===== src/srtc_pkg.sv =====
// Constants, types and functions of the seconds-counter single-wire slave
package srtc_pkg;

	// Clock rate and bus timing, times in microseconds
	localparam int CLK_FREQ_MHZ          = 20;
	localparam int RESET_LOW_TIME_US     = 480;
	localparam int PRESENCE_WAIT_TIME_US = 20;
	localparam int PRESENCE_LOW_TIME_US  = 120;
	localparam int SAMPLE_TIME_US        = 30;
	localparam int READ_HOLD_TIME_US     = 30;

	localparam logic [15:0] RESET_LOW_CYCLES     = 16'(RESET_LOW_TIME_US * CLK_FREQ_MHZ);
	localparam logic [15:0] PRESENCE_WAIT_CYCLES = 16'(PRESENCE_WAIT_TIME_US * CLK_FREQ_MHZ);
	localparam logic [15:0] PRESENCE_LOW_CYCLES  = 16'(PRESENCE_LOW_TIME_US * CLK_FREQ_MHZ);
	localparam logic [15:0] SAMPLE_CYCLES        = 16'(SAMPLE_TIME_US * CLK_FREQ_MHZ);
	localparam logic [15:0] READ_HOLD_CYCLES     = 16'(READ_HOLD_TIME_US * CLK_FREQ_MHZ);

	// Crystal time base
	localparam int          OSC_FREQ_HZ  = 32768;
	localparam logic [14:0] OSC_DIV_LAST = 15'(OSC_FREQ_HZ - 1);

	// Command codes
	localparam logic [7:0] CMD_READ_ROM    = 8'h33;
	localparam logic [7:0] CMD_MATCH_ROM   = 8'h55;
	localparam logic [7:0] CMD_SEARCH_ROM  = 8'hF0;
	localparam logic [7:0] CMD_SKIP_ROM    = 8'hCC;
	localparam logic [7:0] CMD_READ_CLOCK  = 8'h66;
	localparam logic [7:0] CMD_WRITE_CLOCK = 8'h99;

	// Control byte layout
	localparam int CTRL_USER_LSB = 4;
	localparam int CTRL_OSC_HI   = 3;

	// Frame layout and counts
	localparam logic [2:0] BYTE_LAST       = 3'h7;
	localparam logic [5:0] ROM_LAST        = 6'h3F;
	localparam logic [2:0] CLOCK_FEED_LAST = 3'h4;
	localparam logic [1:0] TIME_BYTE_LAST  = 2'h3;
	localparam logic [1:0] SEARCH_WRITE    = 2'h2;
	localparam int         FIFO_WIDTH      = 8;
	localparam int         FIFO_DEPTH      = 16;

	// Values after reset
	localparam logic        OSC_EN_RST  = 1'b0;
	localparam logic [3:0]  USER_RST    = 4'h0;
	localparam logic [31:0] SECONDS_RST = 32'h0000_0000;

	// Identity, arbitrary values
	localparam logic [7:0]  FAMILY_CODE_DEF   = 8'h5A;
	localparam logic [47:0] SERIAL_NUMBER_DEF = 48'h0123_4567_89AB;

	// x^8 + x^5 + x^4 + 1, shifted right
	localparam logic [7:0] CRC_POLY_REFL = 8'h8C;

	typedef enum logic [2:0] {
		LK_IDLE   = 3'b000,
		LK_SLOT   = 3'b001,
		LK_RSTLOW = 3'b011,
		LK_PWAIT  = 3'b010,
		LK_PLOW   = 3'b110,
		LK_PREC   = 3'b111
	} srtc_link_t;

	typedef enum logic [3:0] {
		PR_ROMCMD  = 4'b0000,
		PR_ROMREAD = 4'b0001,
		PR_MATCH   = 4'b0011,
		PR_SEARCH  = 4'b0010,
		PR_FUNCCMD = 4'b0110,
		PR_READCLK = 4'b0111,
		PR_WRCTRL  = 4'b0101,
		PR_WRTIME  = 4'b0100,
		PR_WAITRST = 4'b1100
	} srtc_proto_t;

	function automatic logic [7:0] srtc_crc8(input logic [55:0] data);
		logic [7:0] crc;
		logic       fb;
		crc = 8'h00;
		for (int i = 0; i < 56; i++)
		begin
			fb  = crc[0] ^ data[i];
			crc = {1'b0, crc[7:1]} ^ (fb ? CRC_POLY_REFL : 8'h00);
		end
		return crc;
	endfunction

endpackage


===== src/srtc_top.sv =====
// Seconds-counter single-wire slave: bus engine, transmit FIFO and counter
// Contract
// - Hold 64-bit code: family, serial, check
// - Check value from x8+x5+x4+1 shift register
// - All bytes move least significant bit first
// - Clock commands only after a ROM command
// - Counter ticks from enabled 32.768 kHz base
// - Master accesses a buffer, not live counter
// - Control byte: user, two enables, zeros
// - Enable bits read back the running state
// - On write, bit 3 sets the enable
// - User bits stored, no other effect
// - 32-bit seconds counter that wraps around
// - Control byte first, then counter bytes ascending
// - Read command snapshots counter into buffer
// - Read repeats control plus four counter bytes
// - Reset pulse abandons a transfer cleanly
// - Written control byte takes effect at once
// - Buffer loads counter at next reset
// - Stopped counter holds value as storage
// - Slave only; master's falling edge starts slots
// - ROM commands 33h, 55h, F0h, CCh
// - Reset pulse, wait, then presence pulse
// - Slots timed from fall; sample or drive
`timescale 1ns/1ps

module srtc_fifo #(
	parameter int WIDTH = 8,
	parameter int DEPTH = 16
) (
	// Clock and reset
	input  wire logic             clk,
	input  wire logic             reset,
	input  wire logic             flush,
	// Fill side
	input  wire logic             in_valid,
	output logic                  in_ready,
	input  wire logic [WIDTH-1:0] in_data,
	// Drain side
	output logic                  out_valid,
	input  wire logic             out_ready,
	output logic [WIDTH-1:0]      out_data
);
	localparam int          AW         = $clog2(DEPTH);
	localparam logic [AW:0] FULL_COUNT = (AW + 1)'(DEPTH);
	localparam logic [AW:0] PTR_STEP   = (AW + 1)'(1);

	logic [WIDTH-1:0] mem [DEPTH];
	logic [AW:0]      wr_ptr_reg;
	logic [AW:0]      rd_ptr_reg;
	wire              do_push;
	wire              do_pop;

	assign in_ready  = (wr_ptr_reg - rd_ptr_reg) != FULL_COUNT;
	assign out_valid = wr_ptr_reg != rd_ptr_reg;
	assign out_data  = mem[rd_ptr_reg[AW-1:0]];
	assign do_push   = in_valid & in_ready;
	assign do_pop    = out_valid & out_ready;

	always_ff @(posedge clk or posedge reset)
	begin
		if (reset)
		begin
			wr_ptr_reg <= '0;
			rd_ptr_reg <= '0;
		end
		else if (flush)
		begin
			wr_ptr_reg <= '0;
			rd_ptr_reg <= '0;
		end
		else
		begin
			if (do_push)
				wr_ptr_reg <= wr_ptr_reg + PTR_STEP;
			if (do_pop)
				rd_ptr_reg <= rd_ptr_reg + PTR_STEP;
		end
	end

	always_ff @(posedge clk)
	begin
		if (do_push)
			mem[wr_ptr_reg[AW-1:0]] <= in_data;
	end
endmodule

module srtc_top #(
	parameter logic [7:0]  FAMILY_CODE      = srtc_pkg::FAMILY_CODE_DEF,
	parameter logic [47:0] SERIAL_NUMBER    = srtc_pkg::SERIAL_NUMBER_DEF,
	parameter logic [15:0] RESET_LOW_CYCLES = srtc_pkg::RESET_LOW_CYCLES
) (
	// Clock and reset
	input  wire logic clk,
	input  wire logic reset,
	// Single-wire data line, open drain
	input  wire logic dq_in,
	output logic      dq_out,
	output logic      dq_oe_n,
	// Crystal time base
	input  wire logic osc_in
);
	import srtc_pkg::*;

	localparam logic [7:0]  ROM_CRC  = srtc_crc8({SERIAL_NUMBER, FAMILY_CODE});
	localparam logic [63:0] ROM_CODE = {ROM_CRC, SERIAL_NUMBER, FAMILY_CODE};

	// Synchronisers and edge history
	logic dq_meta_reg;
	logic dq_sync_reg;
	logic dq_prev_reg;
	logic osc_meta_reg;
	logic osc_sync_reg;
	logic osc_prev_reg;

	// Bit-slot engine
	srtc_link_t  link_state_reg;
	srtc_link_t  link_next;
	logic [15:0] timer_reg;
	logic [15:0] timer_next;
	logic [15:0] low_cnt_reg;
	logic        oe_n_next;

	// Protocol engine and storage
	srtc_proto_t proto_reg;
	srtc_proto_t proto_next;
	logic [2:0]  bitcnt_reg;
	logic [7:0]  shift_reg;
	logic [5:0]  rom_idx_reg;
	logic [1:0]  step_reg;
	logic [2:0]  byte_idx_reg;
	logic        osc_en_reg;
	logic [3:0]  user_reg;
	logic [31:0] buffer_reg;
	logic [31:0] seconds_reg;
	logic        pending_reg;
	logic [14:0] prescale_reg;

	// Transmit FIFO
	wire       fifo_in_valid;
	wire       fifo_in_ready;
	wire [7:0] fifo_in_data;
	wire       fifo_out_valid;
	wire       fifo_out_ready;
	wire [7:0] fifo_out_data;

	// Decoded events
	wire       dq_fall;
	wire       osc_rise;
	wire       rst_evt;
	wire       bit_evt;
	wire       bit_val;
	wire [7:0] rx_byte;
	wire       byte_state;
	wire       byte_done;
	wire       rom_bit;
	wire       rom_last;
	wire       rom_check;
	wire       rom_bit_done;
	wire       rom_mismatch;
	wire       search_step;
	wire       cmd_read;
	wire       ctrl_done;
	wire       time_done;
	wire       time_last;
	wire       seconds_tick;
	wire       tx_active;
	wire       tx_bit;
	wire       drive_zero;
	wire [7:0] ctrl_byte;
	wire [7:0] feed_byte;
	wire       feed_push;

	assign dq_fall  = dq_prev_reg & ~dq_sync_reg;
	assign osc_rise = ~osc_prev_reg & osc_sync_reg;

	// long low counted from the master's fall
	assign rst_evt = ~dq_sync_reg & (low_cnt_reg == RESET_LOW_CYCLES - 16'h0001);

	assign bit_evt = (link_state_reg == LK_SLOT) & (timer_reg == SAMPLE_CYCLES);
	assign bit_val = dq_sync_reg;

	// shift in from the top, lowest bit first
	assign rx_byte    = {bit_val, shift_reg[7:1]};
	assign byte_state = (proto_reg == PR_ROMCMD) | (proto_reg == PR_FUNCCMD)
	                  | (proto_reg == PR_WRCTRL) | (proto_reg == PR_WRTIME)
	                  | (proto_reg == PR_READCLK);
	assign byte_done  = bit_evt & byte_state & (bitcnt_reg == BYTE_LAST);

	assign rom_bit      = ROM_CODE[rom_idx_reg];
	assign rom_last     = rom_idx_reg == ROM_LAST;
	assign search_step  = proto_reg == PR_SEARCH;
	assign rom_check    = (proto_reg == PR_MATCH) | (search_step & (step_reg == SEARCH_WRITE));
	assign rom_bit_done = bit_evt & ((proto_reg == PR_ROMREAD) | rom_check);
	assign rom_mismatch = bit_evt & rom_check & (bit_val != rom_bit);

	// clock commands decoded only in this state
	assign cmd_read  = byte_done & (proto_reg == PR_FUNCCMD) & (rx_byte == CMD_READ_CLOCK);
	assign ctrl_done = byte_done & (proto_reg == PR_WRCTRL);
	assign time_done = byte_done & (proto_reg == PR_WRTIME);
	assign time_last = time_done & (byte_idx_reg[1:0] == TIME_BYTE_LAST);

	// one second per 32768 enabled crystal edges
	assign seconds_tick = osc_en_reg & osc_rise & (prescale_reg == OSC_DIV_LAST);

	// user bits, enable twice, low bits zero
	// enable bits report the running state
	assign ctrl_byte = {user_reg, osc_en_reg, osc_en_reg, 2'b00};

	// control byte, then buffer bytes ascending
	assign feed_byte = (byte_idx_reg == 3'h0) ? ctrl_byte
	                 : buffer_reg[{byte_idx_reg[1:0] - 2'h1, 3'b000} +: 8];
	assign feed_push = (proto_reg == PR_READCLK) & fifo_in_ready;

	assign fifo_in_valid  = proto_reg == PR_READCLK;
	assign fifo_in_data   = feed_byte;
	assign fifo_out_ready = bit_evt & (proto_reg == PR_READCLK) & (bitcnt_reg == BYTE_LAST);

	assign tx_active = (proto_reg == PR_ROMREAD)
	                 | (search_step & (step_reg != SEARCH_WRITE))
	                 | ((proto_reg == PR_READCLK) & fifo_out_valid);
	assign tx_bit    = (proto_reg == PR_READCLK) ? fifo_out_data[bitcnt_reg]
	                 : (search_step & (step_reg != 2'h0)) ? ~rom_bit : rom_bit;
	// a one leaves the line alone
	assign drive_zero = tx_active & ~tx_bit;

	always_ff @(posedge clk or posedge reset)
	begin
		if (reset)
		begin
			dq_meta_reg  <= 1'b1;
			dq_sync_reg  <= 1'b1;
			dq_prev_reg  <= 1'b1;
			osc_meta_reg <= 1'b0;
			osc_sync_reg <= 1'b0;
			osc_prev_reg <= 1'b0;
		end
		else
		begin
			dq_meta_reg  <= dq_in;
			dq_sync_reg  <= dq_meta_reg;
			dq_prev_reg  <= dq_sync_reg;
			osc_meta_reg <= osc_in;
			osc_sync_reg <= osc_meta_reg;
			osc_prev_reg <= osc_sync_reg;
		end
	end

	// slots begin only at the master's fall
	always_comb
	begin
		link_next  = link_state_reg;
		timer_next = timer_reg + 16'h0001;
		oe_n_next  = dq_oe_n;
		if (rst_evt)
		begin
			link_next = LK_RSTLOW;
			oe_n_next = 1'b1;
		end
		else
		begin
			unique case (link_state_reg)
				LK_IDLE:
				begin
					timer_next = 16'h0000;
					if (dq_fall)
					begin
						link_next = LK_SLOT;
						oe_n_next = ~drive_zero;
					end
				end
				LK_SLOT:
				begin
					if (timer_reg == READ_HOLD_CYCLES)
						oe_n_next = 1'b1;
					if ((timer_reg > READ_HOLD_CYCLES) && dq_sync_reg)
						link_next = LK_IDLE;
				end
				LK_RSTLOW:
				begin
					timer_next = 16'h0000;
					if (dq_sync_reg)
						link_next = LK_PWAIT;
				end
				LK_PWAIT:
				begin
					if (timer_reg == PRESENCE_WAIT_CYCLES)
					begin
						link_next  = LK_PLOW;
						timer_next = 16'h0000;
						oe_n_next  = 1'b0;
					end
				end
				LK_PLOW:
				begin
					if (timer_reg == PRESENCE_LOW_CYCLES)
					begin
						link_next = LK_PREC;
						oe_n_next = 1'b1;
					end
				end
				LK_PREC:
				begin
					if (dq_sync_reg)
						link_next = LK_IDLE;
				end
				default:
				begin
					link_next = LK_IDLE;
					oe_n_next = 1'b1;
				end
			endcase
		end
	end

	always_ff @(posedge clk or posedge reset)
	begin
		if (reset)
		begin
			link_state_reg <= LK_IDLE;
			timer_reg      <= 16'h0000;
			dq_oe_n        <= 1'b1;
			dq_out         <= 1'b0;
		end
		else
		begin
			link_state_reg <= link_next;
			timer_reg      <= timer_next;
			dq_oe_n        <= oe_n_next;
			dq_out         <= 1'b0;
		end
	end

	// a read-zero hold inside a reset still counts
	always_ff @(posedge clk or posedge reset)
	begin
		if (reset)
			low_cnt_reg <= 16'h0000;
		else if (dq_sync_reg | (link_state_reg == LK_PLOW) | (link_state_reg == LK_PREC))
			low_cnt_reg <= 16'h0000;
		else if (low_cnt_reg != RESET_LOW_CYCLES)
			low_cnt_reg <= low_cnt_reg + 16'h0001;
	end

	// a reset pulse returns to the ROM stage
	always_comb
	begin
		proto_next = proto_reg;
		if (rst_evt)
			proto_next = PR_ROMCMD;
		else
		begin
			unique case (proto_reg)
				PR_ROMCMD:
				begin
					if (byte_done)
					begin
						if (rx_byte == CMD_READ_ROM)
							proto_next = PR_ROMREAD;
						else if (rx_byte == CMD_MATCH_ROM)
							proto_next = PR_MATCH;
						else if (rx_byte == CMD_SEARCH_ROM)
							proto_next = PR_SEARCH;
						else if (rx_byte == CMD_SKIP_ROM)
							proto_next = PR_FUNCCMD;
						else
							proto_next = PR_WAITRST;
					end
				end
				PR_ROMREAD, PR_MATCH, PR_SEARCH:
				begin
					if (rom_mismatch)
						proto_next = PR_WAITRST;
					else if (rom_bit_done & rom_last)
						proto_next = PR_FUNCCMD;
				end
				PR_FUNCCMD:
				begin
					if (byte_done)
					begin
						if (rx_byte == CMD_READ_CLOCK)
							proto_next = PR_READCLK;
						else if (rx_byte == CMD_WRITE_CLOCK)
							proto_next = PR_WRCTRL;
						else
							proto_next = PR_WAITRST;
					end
				end
				PR_WRCTRL:
				begin
					if (byte_done)
						proto_next = PR_WRTIME;
				end
				PR_WRTIME:
				begin
					if (time_last)
						proto_next = PR_WAITRST;
				end
				PR_READCLK, PR_WAITRST:
					proto_next = proto_reg;
				default:
					proto_next = PR_WAITRST;
			endcase
		end
	end

	always_ff @(posedge clk or posedge reset)
	begin
		if (reset)
		begin
			proto_reg  <= PR_WAITRST;
			bitcnt_reg <= 3'h0;
			shift_reg  <= 8'h00;
		end
		else
		begin
			proto_reg <= proto_next;
			if (rst_evt)
				bitcnt_reg <= 3'h0;
			else if (bit_evt & byte_state)
				bitcnt_reg <= bitcnt_reg + 3'h1;
			if (bit_evt)
				shift_reg <= rx_byte;
		end
	end

	// walk the code from family code LSB
	always_ff @(posedge clk or posedge reset)
	begin
		if (reset)
		begin
			rom_idx_reg <= 6'h00;
			step_reg    <= 2'h0;
		end
		else if (rst_evt)
		begin
			rom_idx_reg <= 6'h00;
			step_reg    <= 2'h0;
		end
		else
		begin
			if (rom_bit_done)
				rom_idx_reg <= rom_idx_reg + 6'h01;
			if (bit_evt & search_step)
				step_reg <= (step_reg == SEARCH_WRITE) ? 2'h0 : step_reg + 2'h1;
		end
	end

	// feed the five-byte frame over and over
	always_ff @(posedge clk or posedge reset)
	begin
		if (reset)
			byte_idx_reg <= 3'h0;
		else if (rst_evt | cmd_read | ctrl_done)
			byte_idx_reg <= 3'h0;
		else if (feed_push)
			byte_idx_reg <= (byte_idx_reg == CLOCK_FEED_LAST) ? 3'h0 : byte_idx_reg + 3'h1;
		else if (time_done)
			byte_idx_reg <= byte_idx_reg + 3'h1;
	end

	always_ff @(posedge clk or posedge reset)
	begin
		if (reset)
		begin
			osc_en_reg <= OSC_EN_RST;
			user_reg   <= USER_RST;
		end
		else if (ctrl_done)
		begin
			osc_en_reg <= rx_byte[CTRL_OSC_HI];
			user_reg   <= rx_byte[CTRL_USER_LSB +: 4];
		end
	end

	// buffer between master and live counter
	// snapshot on the last command bit
	// write bytes land in the buffer
	always_ff @(posedge clk or posedge reset)
	begin
		if (reset)
		begin
			buffer_reg  <= SECONDS_RST;
			pending_reg <= 1'b0;
		end
		else
		begin
			if (cmd_read)
				buffer_reg <= seconds_reg;
			else if (time_done)
				buffer_reg[{byte_idx_reg[1:0], 3'b000} +: 8] <= rx_byte;
			if (rst_evt)
				pending_reg <= 1'b0;
			else if (time_last)
				pending_reg <= 1'b1;
		end
	end

	// buffer reaches the counter at reset
	// no tick while the crystal is stopped
	always_ff @(posedge clk or posedge reset)
	begin
		if (reset)
			seconds_reg <= SECONDS_RST;
		else if (rst_evt & pending_reg)
			seconds_reg <= buffer_reg;
		else if (seconds_tick)
			seconds_reg <= seconds_reg + 32'h0000_0001;
	end

	always_ff @(posedge clk or posedge reset)
	begin
		if (reset)
			prescale_reg <= 15'h0000;
		else if (osc_en_reg & osc_rise)
			prescale_reg <= (prescale_reg == OSC_DIV_LAST) ? 15'h0000 : prescale_reg + 15'h0001;
	end

	// leftover read bytes dropped at reset
	srtc_fifo #(
		.WIDTH (FIFO_WIDTH),
		.DEPTH (FIFO_DEPTH)
	) u_tx_fifo (
		.clk       (clk),
		.reset     (reset),
		.flush     (rst_evt),
		.in_valid  (fifo_in_valid),
		.in_ready  (fifo_in_ready),
		.in_data   (fifo_in_data),
		.out_valid (fifo_out_valid),
		.out_ready (fifo_out_ready),
		.out_data  (fifo_out_data)
	);
endmodule


===== config.mk =====
export PLATFORM = sky130hd
export DESIGN_NAME = srtc_top
export DESIGN_NICKNAME = d
export VERILOG_FILES = /design/src/srtc_pkg.sv /design/src/srtc_top.sv
export SDC_FILE = /design/constraint.sdc
export NUM_CORES = 1
export LEC_CHECK = 0
export BUFFER_PORTS_ARGS = -buffer_cell sky130_fd_sc_hd__buf_2
export CAP_MARGIN = 15
export CORE_ASPECT_RATIO = 1.75
export CORE_UTILIZATION = 40
export CTS_CLUSTER_SIZE = 14
export DETAILED_ROUTE_END_ITERATION = 16
export PLACE_DENSITY = 0.55
export SLEW_MARGIN = 20
export SYNTH_ARGS = -nofsm -noshare
export SYNTH_HDL_FRONTEND = slang
export SYNTH_SLANG_ARGS = --single-unit

===== constraint.sdc =====
create_clock -name clk -period 17.1 [get_ports clk]
set_input_delay 3.42 -clock clk [delete_from_list [all_inputs] [get_ports clk]]
set_output_delay 3.42 -clock clk [all_outputs]
set_load 0.03 [all_outputs]

; Word-level counts from Yosys, hierarchy flattened
; Memories as Yosys holds them, arrays and structs flattened.
; Cells that the tools add are included.
[word_totals]
mem_bits_rw = 128
romBits = 64
memories = 2
reg_bits = 163
out_inout_bits = 2
input_bits = 4
[classes]
n_eq_ne = 48
reduce_logical = 22
order_cmp = 3
muxes = 64
addsub = 13
shift = 3
bitwise = 45
[mem_list]
columns = name, words, width, rd, rd_ports_with_merged_regs, write_ports, line_no
row1 = u_tx_fifo.mem, 16, 8, 1, 0, 1, srtc_top.sv:48  ; logic [WIDTH-1:0] mem [DEPTH];
row2 = (name not given), 64, 1, 1, 0, 0, srtc_top.sv:190  ; assign rom_bit = ROM_CODE[rom_idx_reg];
[op_table]
columns = op, n
row1 = 2-to-1 mux 32 bit, 4
row2 = 2-to-1 mux 16 bit, 4
row3 = 2-to-1 mux 4 bit, 13
row4 = 2-to-1 mux 3 bit, 13
row5 = adder 16 x 1 -> 16 bit (second input constant), 2
row6 = adder 32 x 1 -> 32 bit (second input constant), 1
row7 = bitwise mux 32 bit, 1
row8 = case mux 16 bit (2 select lines), 1
row9 = variable shift 8 x 7 -> 32 bit (first input constant), 1
row10 = variable part select 32 x 6 -> 8 bit, 1
row11 = variable part select 8 x 7 -> 32 bit, 1
row12 = bitwise AND 1 bit, 28
row13 = inequality test 3 bit (second input constant), 9
row14 = == test 8 bit (second input constant), 3
row15 = case mux 4 bit (6 select lines), 1
row16 = 2-to-1 mux 5 bit, 4
row17 = nonzero test 2 bit, 10
row18 = case mux 3 bit (6 select lines), 1
row19 = == test 16 x 10 -> 1 bit (second input constant), 1
row20 = == test 16 x 12 -> 1 bit (second input constant), 1
row21 = == test 16 x 14 -> 1 bit (second input constant), 1
row22 = == test 16 x 9 -> 1 bit (second input constant), 1
row23 = == test 4 x 3 -> 1 bit (second input constant), 4
row24 = == test 8 x 7 -> 1 bit (second input constant), 2
row25 = other kinds (46), 90

; Depth between registers and ports, before layout
[logic_depth]
ltp_word = 12
depth_mapped = 14
mapped_depth_nobuf = 10

; By module
; A second synthesis with hierarchy kept.
[hier_totals]
hier_cells = 1268
area_unflattened_um2 = 14337.5
[modules_own_cells]
columns = mod, n_inst, cells_per_inst, area_per_inst_um2
row1 = srtc_top, 1, 949, 8650.8
row2 = srtc_fifo, 1, 319, 5686.7

; Worst setup path before layout
; OpenSTA, ideal clock, no wires.
[synth_timing]
path_kind = register to output
startpoint = register dq_oe_n
endpoint = output port dq_oe_n
setup_slack_ps = 13083
stages_incl_launch_ff = 1
t_required_ps = 13680
arrival_ps = 597
cell_sequence = dfstp_2
[synth_lines]
columns = element, line_no
row1 = "start, declared", srtc_top.sv:99  ; output logic dq_oe_n,
row2 = "start signal, assigned", srtc_top.sv:329  ; dq_oe_n <= oe_n_next;
; No word-level cell between the ends.

; Worst setup path after layout
[layout_timing]
startpoint = register dq_oe_n
endpoint = output port dq_oe_n
; No word-level cell between the ends.

==> out/qor.yml <==
netlist.area_leader.share: 0.277
antenna_found_initial: 0
hp-class: "flip-flop to flip-flop"
post_cts_buffers: 0
worst_pin_slew_ps: 1080
hpwl_um: 22700
clk_pin_slew_worst_paths_ps: 70
coreArea_sq_um: 34600
initial_utilization: 0.407
yosys.area.top_type: "dfrtp_1"
synth_edf_count: 128
hp-start: "dq_meta_reg"
rows: 90
io_pins: 6
setup_tns_ps: 0
crit_path_end_kind: "primary output"
yosysUniqueCellTypes: 77
pwr-share-clk: 0.441
start_kind: "flip-flop"
slew_viol_final: 0
run_status: "finished, final reports clean"
dr.pass1.iters: 4
drc_errors: 0
cp_max_fo: 2
wl_per_cell_um: 19.3
largest_reg_flops: 128
synth_flop_cell: "dfrtp_1"
die-area_sq_um: 36000
post_cts_resized: 0
final_common_cell: "dfrtp_1"
final_nets: 1227
clock_path_buffers: 3
slew_headroom: 0.278
num_antenna_cells: 0
worstPathBufferInverterCount: 1
htree_levels: 1
grt_overflow: 0
fp.dieH_um: 250
cts_num_sinks: 290
tritoncts: "done"
power_density_nw_per_um2: 90.9
grt_max_degree: 91
p_int_mw: 1.10
drive_above_1_share: 0.129
comb_power_share: 0.024
maxCapViolations: 0
yosysWarnings: 0
synth_cells: 1209
place.port_buffers: 4
switching_power_uw: 301
regToRegSetupSlack_ps: 13280
cp_top_family: "flip-flops"
root_buffer: "clkbuf_16"
ys_ff_latch: 290
slowest_delay_ps: 530
timing.fmax_mhz: 213
layout_common_cells: "dfrtp_1, nor2_1, edfxtp_1, nand2_1, a21oi_1"
gp_congestion: 0.844
grt_util_all_layers: 0.189
area_growth_pct: 9.43
yosys-top-cells-area: "dfrtp_1, edfxtp_1, mux4_2"
path_cells: "buf_2"
die_x_um: 144
crit_path_start: "dq_oe_n"
ir_drop_mv: 0.0844
rsz0062_at_grt: "false"
hold_buffers: 0
routed_via_density: 5.40
wl_um: 32400
hold_ws_ps: 342
slowest_stage: "dfstp_2"
syn_area_sq_um: 14100
required_ps: 13680
hold_viol: 0
crit_type: "flip-flop to primary output"
finalSetupViolCount: 0
numCtsBuffers: 28
skew_ps: 21.0
swShare: 0.215
dr_total_vias: 9064
reg2reg_from: "u_tx_fifo.rd_ptr_reg[2]"
yosysSeqAreaShare: 0.562
finish.utilization: 0.445
critPathArrivalTime_ps: 1270
grt_pass1_wl_um: 51900
synthArstFlopShare: 0.559
drt_iter0_drc: 518
antenna_left: 0
insertion_delay_ps: 560
fin_crit_sh: 0.274
min_period_ps: 4690
avgSynthCellArea_sq_um: 11.6
seqPwrFrac: 0.535
leakagePower_nw: 5.70
grt_pass1_vias: 9355
synth_nets: 1240
[synthesized netlist by cell type, types with 7 or more instances]
library cell,instances
xnor2_1,38
mux2i_1,23
and4_1,7
mux4_2,34
clkbuf_1,39
a31oi_1,9
ha_1,27
nand4_1,27
nor2b_1,11
xor2_1,49
nor3_1,24
a22oi_1,27
o21ai_0,23
nand2b_1,7
and3_1,15
a21oi_1,79
and2_1,7
nor4_1,7
dfrtp_1,156
nand2_1,109
edfxtp_1,128
mux2_2,18
nor2_1,152
inv_1,33
nand3_1,42
[cell type report]
class	count	area (sq um)
fillers	3197	19200
flip-flops and latches	290	7910
multi-input cells	822	5730
clock buffers	37	787
well taps	460	576
repair buffers	20	140
inverters	34	133
clock inverters	14	129
[power by group through the flow]
stage	sequential, mW	combinational (mW)	clock [mW]
floorplan	0.756	0.0324	0
global placement	0.763	0.0334	0
detailed placement	0.763	0.0338	0
CTS	0.749	0.0345	0.636
global route	0.751	0.0392	0.657
finish	0.749	0.0331	0.618
[path summary, 6_finish.rpt]
path / end / depth (start not counted)
setup / recovery: dq_oe_n / 1
hold reg to reg: bit_val / 0
hold / removal: bit_val / 0
min in group asynchronous: prescale_reg[12] / 2
max in group asynchronous: timer_reg[10] / 3
setup reg to reg: u_tx_fifo.mem[6][4] / 8
[metal layers]
layer	track usage	wire [um]	vias up
met5	0	0	-
met4	0.116	2010	0
met3	0.0187	782	87
met2	0.350	17900	150
met1	0.201	11700	4499
li1	-	-	4328
[cell families (layout without fill, tap and decap cells)]
logic type | count (synthesis) | count (layout) | share of synthesized area
compound gates | 182 | 182 | 0.0808
xor+xnor | 87 | 87 | 0.0542
fa+ha+maj | 27 | 27 | 0.0240
buf+inv | 97 | 105 | 0.0336
flops | 290 | 290 | 0.562
mux | 76 | 76 | 0.0863
other cells | 1 | 1 | 0.000267
simple gates | 449 | 449 | 0.159
[per-stage QoR]
stage	instance area [sq um]	setup WS (ps)	power (mW)	cells
global route	15400	12260	1.45	1677
global placement	14500	11900	0.796	1626
CTS	15400	12370	1.42	1677
finish	15400	12410	1.40	1677
floorplan	14100	9310	0.789	1209
detailed placement	14500	11890	0.797	1626
(Power assumes the default switching activity.)
